[config.mk]
export PLATFORM = sky130hd
export DESIGN_NAME = dci_eval
export DESIGN_NICKNAME = d
export VERILOG_FILES = /design/src/logic/dci_pkg.sv /design/src/logic/dci_filter.sv /design/src/logic/dci_eval.sv
export VERILOG_INCLUDE_DIRS = /design/src /design/src/logic
export SDC_FILE = /design/constraint.sdc
export NUM_CORES = 1
export LEC_CHECK = 0
export ABC_AREA = 1
export CAP_MARGIN = 10
export CORE_MARGIN = 8
export CORE_UTILIZATION = 65
export CTS_CLUSTER_SIZE = 28
export DETAILED_ROUTE_END_ITERATION = 10
export DONT_BUFFER_PORTS = 1
export GPL_TIMING_DRIVEN = 0
export PLACE_DENSITY = 0.88
export SETUP_SLACK_MARGIN = 0.5
export SLEW_MARGIN = 20
export SYNTH_ARGS = -nofsm -noshare
export SYNTH_HDL_FRONTEND = slang
export SYNTH_SLANG_ARGS = --single-unit
[constraint.sdc]
create_clock -name mclk -period 6.3 [get_ports mclk]
set_input_delay 1.89 -clock mclk [delete_from_list [all_inputs] [get_ports mclk]]
set_output_delay 1.89 -clock mclk [all_outputs]
set_load 0.02 [all_outputs]
[src/logic/dci_params.svh]
// constants of the dual-channel input evaluation block
`ifndef DCI_PARAMS_SVH
`define DCI_PARAMS_SVH
`define DCI_CLK_MHZ         100
`define DCI_DELAY_W         24
`define DCI_DISC_W          24
`define DCI_TEST_PERIOD_US  1000
`define DCI_TEST_PERIOD_CYC (`DCI_TEST_PERIOD_US * `DCI_CLK_MHZ)
`define DCI_TEST_PULSE_NS   500
`define DCI_TEST_PULSE_CYC  (`DCI_TEST_PULSE_NS / (1000 / `DCI_CLK_MHZ))
`define DCI_TEST_SETTLE_CYC 20
`define DCI_ERR_NONE        8'h00
`define DCI_ERR_DISC        8'h01
`define DCI_ERR_TEST        8'h02
`endif

[src/logic/dci_pkg.sv]
// types of the dual-channel input evaluation block
package dci_pkg;
  typedef enum logic {DCI_COMPLEMENTARY, DCI_EQUIVALENT} dci_mode_e;
  typedef enum logic {DCI_NORMALLY_CLOSED, DCI_NORMALLY_OPEN} dci_contact_e;
  typedef enum logic [1:0] {DCI_T_IDLE, DCI_T_PULSE, DCI_T_CHECK} dci_test_e;
endpackage

[src/logic/dci_filter.sv]
// one channel: two-flop synchroniser followed by a stability filter
`include "dci_params.svh"
module dci_filter
  import dci_pkg::*;
(
  input  wire logic                    mclk,
  input  wire logic                    reset,
  input  wire logic                    pin,
  input  wire logic [`DCI_DELAY_W-1:0] delay_cyc,
  input  wire logic                    masked,
  output logic                         level,
  output logic                         raw
);
  logic                    sync1_reg, sync2_reg, sync1_next, sync2_next;
  logic                    level_reg, level_next;
  logic [`DCI_DELAY_W-1:0] cnt_reg, cnt_next;

  always_comb begin
    sync1_next = pin;
    sync2_next = sync1_reg;
    level_next = level_reg;
    cnt_next   = cnt_reg;
    // test pulses are hidden so they never reach the decoded result
    if (masked || sync2_reg == level_reg) begin
      cnt_next = '0;
    end else if (cnt_reg >= delay_cyc) begin
      level_next = sync2_reg;
      cnt_next   = '0;
    end else begin
      cnt_next = cnt_reg + 1'b1;
    end
  end

  always_ff @(posedge mclk or posedge reset) begin
    if (reset) begin
      sync1_reg <= 1'b0;
      sync2_reg <= 1'b0;
      level_reg <= 1'b0;
      cnt_reg   <= '0;
    end else begin
      sync1_reg <= sync1_next;
      sync2_reg <= sync2_next;
      level_reg <= level_next;
      cnt_reg   <= cnt_next;
    end
  end

  assign level = level_reg;
  assign raw   = sync2_reg;

  a_filter_hold: assert property (@(posedge mclk) disable iff (reset)
    (masked || sync2_reg == level_reg) |=> $stable(level_reg))
    else $error("filtered level moved without a stable difference");
endmodule

[src/logic/dci_eval.sv]
// dual-channel input pair evaluation with testing and discrepancy supervision
`include "dci_params.svh"

module dci_eval
  import dci_pkg::*;
(
  input  wire logic                    mclk,
  input  wire logic                    reset,
  input  wire logic                    ch1_pin,
  input  wire logic                    ch2_pin,
  input  wire logic                    mode_equivalent,
  input  wire logic                    invert_en,
  input  wire logic                    test_en,
  input  wire logic                    contact_no,
  input  wire logic [`DCI_DELAY_W-1:0] delay_cyc,
  input  wire logic [`DCI_DISC_W-1:0]  disc_cyc,
  input  wire logic                    error_clear,
  output logic                         test_out0,
  output logic                         test_out1,
  output logic                         logical_status,
  output logic                         pair_error,
  output logic                         safe_switching_output,
  output logic [7:0]                   error_code
);
  logic ch1_f, ch2_f, ch1_raw, ch2_raw, mask;
  logic logic_val, pair_bad;

  function automatic logic decode_bad(input logic a, input logic b, input logic eqv);
    decode_bad = eqv ? (a != b) : (a == b);
  endfunction

  dci_filter u_f1 (.mclk(mclk), .reset(reset), .pin(ch1_pin), .delay_cyc(delay_cyc),
                   .masked(mask), .level(ch1_f), .raw(ch1_raw));
  dci_filter u_f2 (.mclk(mclk), .reset(reset), .pin(ch2_pin), .delay_cyc(delay_cyc),
                   .masked(mask), .level(ch2_f), .raw(ch2_raw));

  always_comb begin
    pair_bad  = decode_bad(ch1_f, ch2_f, mode_equivalent);
    logic_val = ch1_f ^ invert_en;
  end

  // test pulse generator; the channel is driven low briefly and must follow
  dci_test_e               tst_reg, tst_next;
  logic [31:0]             tcnt_reg, tcnt_next;
  logic                    tout_reg, tout_next, terr_reg, terr_next;
  logic                    actuated, closed, pulse_end;

  always_comb begin
    // closed contact: N/C when not actuated (status 1), N/O when actuated (status 1)
    actuated  = contact_no ? logic_val : ~logic_val;
    closed    = (contact_no && actuated) || (!contact_no && !actuated);
    pulse_end = tst_reg == DCI_T_PULSE && tcnt_reg >= 32'(`DCI_TEST_PULSE_CYC) - 32'd1;
    tst_next  = tst_reg;
    tcnt_next = tcnt_reg + 32'd1;
    tout_next = 1'b1;
    terr_next = terr_reg;
    case (tst_reg)
      DCI_T_IDLE: begin
        // a full count while open lets N/O test at actuation; back-to-back pulses would freeze the filter
        if (!test_en || !closed) begin
          tcnt_next = 32'(`DCI_TEST_PERIOD_CYC);
        end else if (tcnt_reg >= 32'(`DCI_TEST_PERIOD_CYC)) begin
          tst_next  = DCI_T_PULSE;
          tcnt_next = '0;
          tout_next = 1'b0;
        end
      end
      DCI_T_PULSE: begin
        tout_next = 1'b0;
        if (pulse_end) begin
          // both channels must have seen the pulse through the contact
          if (ch1_raw || ch2_raw) terr_next = 1'b1;
          tst_next  = DCI_T_CHECK;
          tcnt_next = '0;
          tout_next = 1'b1;
        end
      end
      DCI_T_CHECK: begin
        if (tcnt_reg >= 32'(`DCI_TEST_SETTLE_CYC)) begin
          tst_next  = DCI_T_IDLE;
          tcnt_next = '0;
        end
      end
      default: tst_next = DCI_T_IDLE;
    endcase
    if (error_clear && !(pulse_end && (ch1_raw || ch2_raw))) terr_next = 1'b0;
    mask = tst_reg != DCI_T_IDLE;
  end

  always_ff @(posedge mclk or posedge reset) begin
    if (reset) begin
      tst_reg  <= DCI_T_IDLE;
      tcnt_reg <= '0;
      tout_reg <= 1'b1;
      terr_reg <= 1'b0;
    end else begin
      tst_reg  <= tst_next;
      tcnt_reg <= tcnt_next;
      tout_reg <= tout_next;
      terr_reg <= terr_next;
    end
  end

  // discrepancy supervision on the filtered levels only, so it starts after the delay
  logic                   p1_reg, p2_reg, run_reg, run_next, derr_reg, derr_next;
  logic [`DCI_DISC_W-1:0] dcnt_reg, dcnt_next;
  logic                   change, expire;

  always_comb begin
    change    = (ch1_f != p1_reg) || (ch2_f != p2_reg);
    expire    = run_reg && dcnt_reg >= disc_cyc;
    run_next  = run_reg;
    dcnt_next = dcnt_reg;
    derr_next = derr_reg;
    if (change && !run_reg) begin
      run_next  = 1'b1;
      dcnt_next = '0;
    end else if (expire) begin
      run_next = 1'b0;
      if (pair_bad) derr_next = 1'b1;
    end else if (run_reg) begin
      dcnt_next = dcnt_reg + 1'b1;
    end
    // a new error in the clearing cycle wins
    if (error_clear && !(expire && pair_bad)) derr_next = 1'b0;
  end

  logic sso_next, status_next;
  logic [7:0] code_next;
  always_comb begin
    status_next = logic_val;
    // the output follows the filtered status without waiting out the discrepancy timer; a bad pair holds it off whenever run_reg is low
    sso_next    = logic_val && !derr_reg && !terr_reg && !(pair_bad && !run_reg);
    code_next   = derr_reg ? `DCI_ERR_DISC : (terr_reg ? `DCI_ERR_TEST : `DCI_ERR_NONE);
  end

  always_ff @(posedge mclk or posedge reset) begin
    if (reset) begin
      p1_reg         <= 1'b0;
      p2_reg         <= 1'b0;
      run_reg        <= 1'b0;
      dcnt_reg       <= '0;
      derr_reg       <= 1'b0;
      logical_status <= 1'b0;
      pair_error     <= 1'b0;
      safe_switching_output <= 1'b0;
      error_code     <= `DCI_ERR_NONE;
    end else begin
      p1_reg         <= ch1_f;
      p2_reg         <= ch2_f;
      run_reg        <= run_next;
      dcnt_reg       <= dcnt_next;
      derr_reg       <= derr_next;
      logical_status <= status_next;
      pair_error     <= derr_next || terr_next;
      safe_switching_output <= sso_next;
      error_code     <= code_next;
    end
  end

  assign test_out0 = tout_reg;
  assign test_out1 = tout_reg;

  a_disc_error_off: assert property (@(posedge mclk) disable iff (reset)
    derr_reg |=> !safe_switching_output && error_code == `DCI_ERR_DISC)
    else $error("discrepancy error did not drop the safe output");
  a_disc_expire_err: assert property (@(posedge mclk) disable iff (reset)
    (expire && pair_bad) |=> derr_reg)
    else $error("expired discrepancy not flagged");
  a_disc_start: assert property (@(posedge mclk) disable iff (reset)
    (change && !run_reg) |=> run_reg && dcnt_reg == '0)
    else $error("discrepancy timer did not start on change");
  a_comp_decode: assert property (@(posedge mclk) disable iff (reset)
    (!mode_equivalent && ch1_f != ch2_f) |-> !pair_bad)
    else $error("complementary decode wrong");
  a_equiv_decode: assert property (@(posedge mclk) disable iff (reset)
    (mode_equivalent && ch1_f != ch2_f) |-> pair_bad)
    else $error("equivalent decode wrong");
  a_invert_status: assert property (@(posedge mclk) disable iff (reset)
    1'b1 |=> logical_status == ($past(ch1_f) ^ $past(invert_en)))
    else $error("inversion not applied");
  a_pulse_masked: assert property (@(posedge mclk) disable iff (reset)
    (tst_reg == DCI_T_PULSE) |=> $stable(ch1_f) && $stable(ch2_f))
    else $error("test pulse reached decoded level");
  a_pulse_source: assert property (@(posedge mclk) disable iff (reset)
    (tst_reg == DCI_T_IDLE && tst_next == DCI_T_PULSE) |=> !test_out0 && !test_out1)
    else $error("test outputs did not pulse");
  a_idle_without_test: assert property (@(posedge mclk) disable iff (reset)
    (tst_reg == DCI_T_IDLE && !test_en) |=> tst_reg == DCI_T_IDLE)
    else $error("pulse started without testing enabled");
  a_open_no_pulse: assert property (@(posedge mclk) disable iff (reset)
    (tst_reg == DCI_T_IDLE && !closed) |=> tst_reg == DCI_T_IDLE)
    else $error("pulse started on an open contact");
endmodule

==> results.md <==
* Initial core utilization at 66.2%
* Synth area leaders: dfrtp_1, nand2_1, ha_1
* Vias/cell at 5.59
* LEAKAGE at 5.06 nW
* Vias at 8277
* Most frequent cells after synthesis: nand2_1, nor2_1, inv_1, dfrtp_1, nand3_1
* CP Data Arrival Time at 3.60 ns
* First-pass GRT wire length at 37.0 mm
* CORE AREA at 0.0138 mm²
* Final slew viol count at 0
* 1st-iter DRT viols at 758
* Slowest Stage Delay on Critical Path at 0.29 ns
* Placed Instances at 1451
* Global Route Usage Sum at 25.2%
* Die Area at 0.0181 mm²
* Post-Route WL at 21.9 mm
* CP cell instances: inv_1 -> ha_1 -> a21oi_1 -> nand3b_1 -> nor2_1 -> nor2_1 -> nor2_2 -> buf_2 -> nand4_1 -> nand2_1
* Fraction of layout instances using a drive strength above 1 at 7.60%
* Port Buffers at 0
* Die Span Y at 135 µm
* Final Skew at 0.00938 ns
* Clock latency on the worst-skew pair at 0.43 ns
* PostCTS Resize Cnt at 0
* Placer Congestion at 0.971
* Final Hold Fails at 0
* CTS sink cnt at 123
* Synthesized area per cell at 7.23 µm²
* Dpl hpwl at 16.7 mm
* # rows at 43
* Initial antenna violation count at 0
* Root buf cell: clkbuf_16
* Power Dens Cells at 227 mW/mm²
* Crit. End Element: register
* Final layout net count at 1426
* TritonCTS Buffers at 17
* H-tree depth at 4
* Least-Margin Pin Slew at 0.707 ns
* Post-synth ARST share at 100%
* Setup crit start kind: primary input
* Synth top area share at 33.4%
* Wire per inst at 14.8 µm
* RSZ-0062 raised after global routing: no
* Width of the chip at 135 µm
* Required time of the critical path at 6.67 ns
* Number of enable flip-flop cells after synthesis at 0
* Syn. warnings at 0
* Top-count cell post-synth: nand2_1
* Clock Path Buffers at 2
* Worst hold path type: register to register
* Post-layout minimum cycle time at 3.24 ns
* Fillers at 1084
* Post-Syn Instances at 1265
* Setup CP Type: primary input to register
* Antenna diodes at 0
* TritonCTS clock tree: built
* Main synth FF type: dfrtp_1
* Non-Filler Instances at 1482
* Flip-flop and latch count after synthesis at 123
* CP dominant cell by count: nor2_1
* I/O pin cnt at 70
* Final setup vio count at 0
* Router iterations before antenna repair at 5
* CP Max Fanout at 10
* Slowest-stage cell, CP: ha_1
* Pin count of the biggest net entering global routing at 78
* DRC viols at 0
* Post-route ant nets at 0
* Buffer count from post-CTS setup fixing at 0
* Layout area overhead at 9.46%
* Max-Cap Viols at 0
* Seq/Total Area, Yosys at 33.7%
* Register clock-pin slew on the reported worst setup and hold paths at 0.05 ns
* Fmax achieved at 309 MHz
* Final period util at 51.4%
* Leading area contributor after synthesis: dfrtp_1
* Grt ovf at 0
* Slew headroom at 52.9%
* Buf/Inv on CP at 2
* Hold Buf Count CTS at 0
* Crit-path leading delay family: simple AND/OR/NAND/NOR gates
* Netlist Area Pre-Place at 0.00915 mm²
* Worst ir drop on vdd at 0.000181 V
* Number of global-route vias before repair at 8059
* Outcome: finished, final reports clean
* Post-layout utilization of the core at 72.4%
* Flip-flop count of the largest register after layout at 32
* Distinct cells, synth at 39
==> final timing paths <==
| kind | from | slack, ns | depth (start not counted) | to |
|---|---|---|---|---|
| worst max-delay path | disc_cyc[7] | 3.06 | 10 | dcnt_reg[19] |
| worst min-delay path | u_f1.level | 0.38 | 0 | p1_reg |
| worst max register to register | dcnt_reg[0] | 4.02 | 11 | dcnt_reg[19] |
| worst min register to register | u_f1.level | 0.38 | 0 | p1_reg |
| max in group asynchronous | reset | 4.18 | 2 | u_f1.cnt_reg[11] |
| min in group asynchronous | reset | 1.44 | 1 | pair_error |
==> worst reg2reg max path: stages, from the launching register on <==
cell	delay, ns
dfrtp_1	0.46
inv_1	0.13
ha_1	0.28
nand2_1	0.06
nor2_1	0.04
nand3b_1	0.14
nor2_1	0.23
nor2_1	0.12
nor2_2	0.26
buf_2	0.29
nand4_1	0.12
nand2_1	0.10
==> through the flow <==
stage | power [mW] | worst slack, ns | cell area (µm²) | TNS [ns] | hold WS [ns]
2_1_floorplan | 1.21 | 1.14 | 9170 | 0 | 0.331
3_3_place_gp | 1.29 | -0.0700 | 9390 | -7.66 | 0.364
3_5_place_dp | 1.31 | 2.65 | 9430 | 0 | 0.368
4_1_cts | 2.28 | 3.09 | 10000 | 0 | 0.381
5_1_grt | 2.38 | 2.93 | 10000 | 0 | 0.399
6_report | 2.27 | 3.06 | 10000 | 0 | 0.378
==> layout make-up <==
type / count / area, µm² / area share (%)
Buffer: 25 / 159 / 1.59
Clock buffer: 24 / 502 / 5.01
Clock inverter: 7 / 87.6 / 0.875
Inverter: 174 / 658 / 6.57
Multi-Input combinational cell: 948 / 5280 / 52.7
Sequential cell: 123 / 3080 / 30.7
Tap cell: 180 / 225 / 2.25
Timing Repair Buffer: 1 / 27.5 / 0.275
==> kinds of logic (layout without fill, tap and decap cells) <==
logic type | count (synthesis) | count (layout) | share of synthesized area, %
AOI/OAI and AO/OA | 42 | 42 | 2.56
DFF | 123 | 123 | 33.7
xor gates and xnor gates | 83 | 83 | 7.95
buffers and inverters | 199 | 231 | 8.88
adders and majority gates | 79 | 79 | 10.8
and+or+nand+nor | 738 | 738 | 36.1
other | 1 | 6 | 0.0410
==> layout by cell type (no fill, tap or decap), types with 2 or more instances in the layout <==
master / n
nand2_1: 323
nor2_1: 196
inv_1: 172
dfrtp_1: 122
nand3_1: 82
ha_1: 79
xor2_1: 60
nand4_1: 50
nor3_1: 29
a21oi_1: 26
xnor2_1: 23
nor2_2: 19
clkbuf_16: 17
buf_2: 10
buf_4: 8
nand3b_1: 7
nor2_4: 6
o21ai_0: 6
nor3_2: 6
conb_1: 6
clkbuf_1: 5
a21o_1: 5
clkbuf_8: 5
nand2_2: 4
nand3_2: 4
clkinv_2: 4
nor3_4: 3
buf_6: 3
nor3b_1: 3
and2_1: 2
bufinv_16: 2
==> report_power, final <==
part / internal, mW / total [mW] / switching (mW) / leakage [nW]
Clock: 0.629 / 0.973 / 0.345 / 0.292
Sequential: 0.848 / 0.931 / 0.0832 / 1.65
Combinational: 0.125 / 0.369 / 0.244 / 3.11
==> per-layer routing <==
metal  global-route usage, %  vias to the layer above  share of wire [%]
li1                        -                     4051                  -
met1                    31.0                     3915                 44
met2                    42.2                      246                 48
met3                    4.87                       65                4.9
met4                    10.7                        0                3.1
met5                       0                        -                  0
No activity file was read; power rests on OpenSTA's default activity.
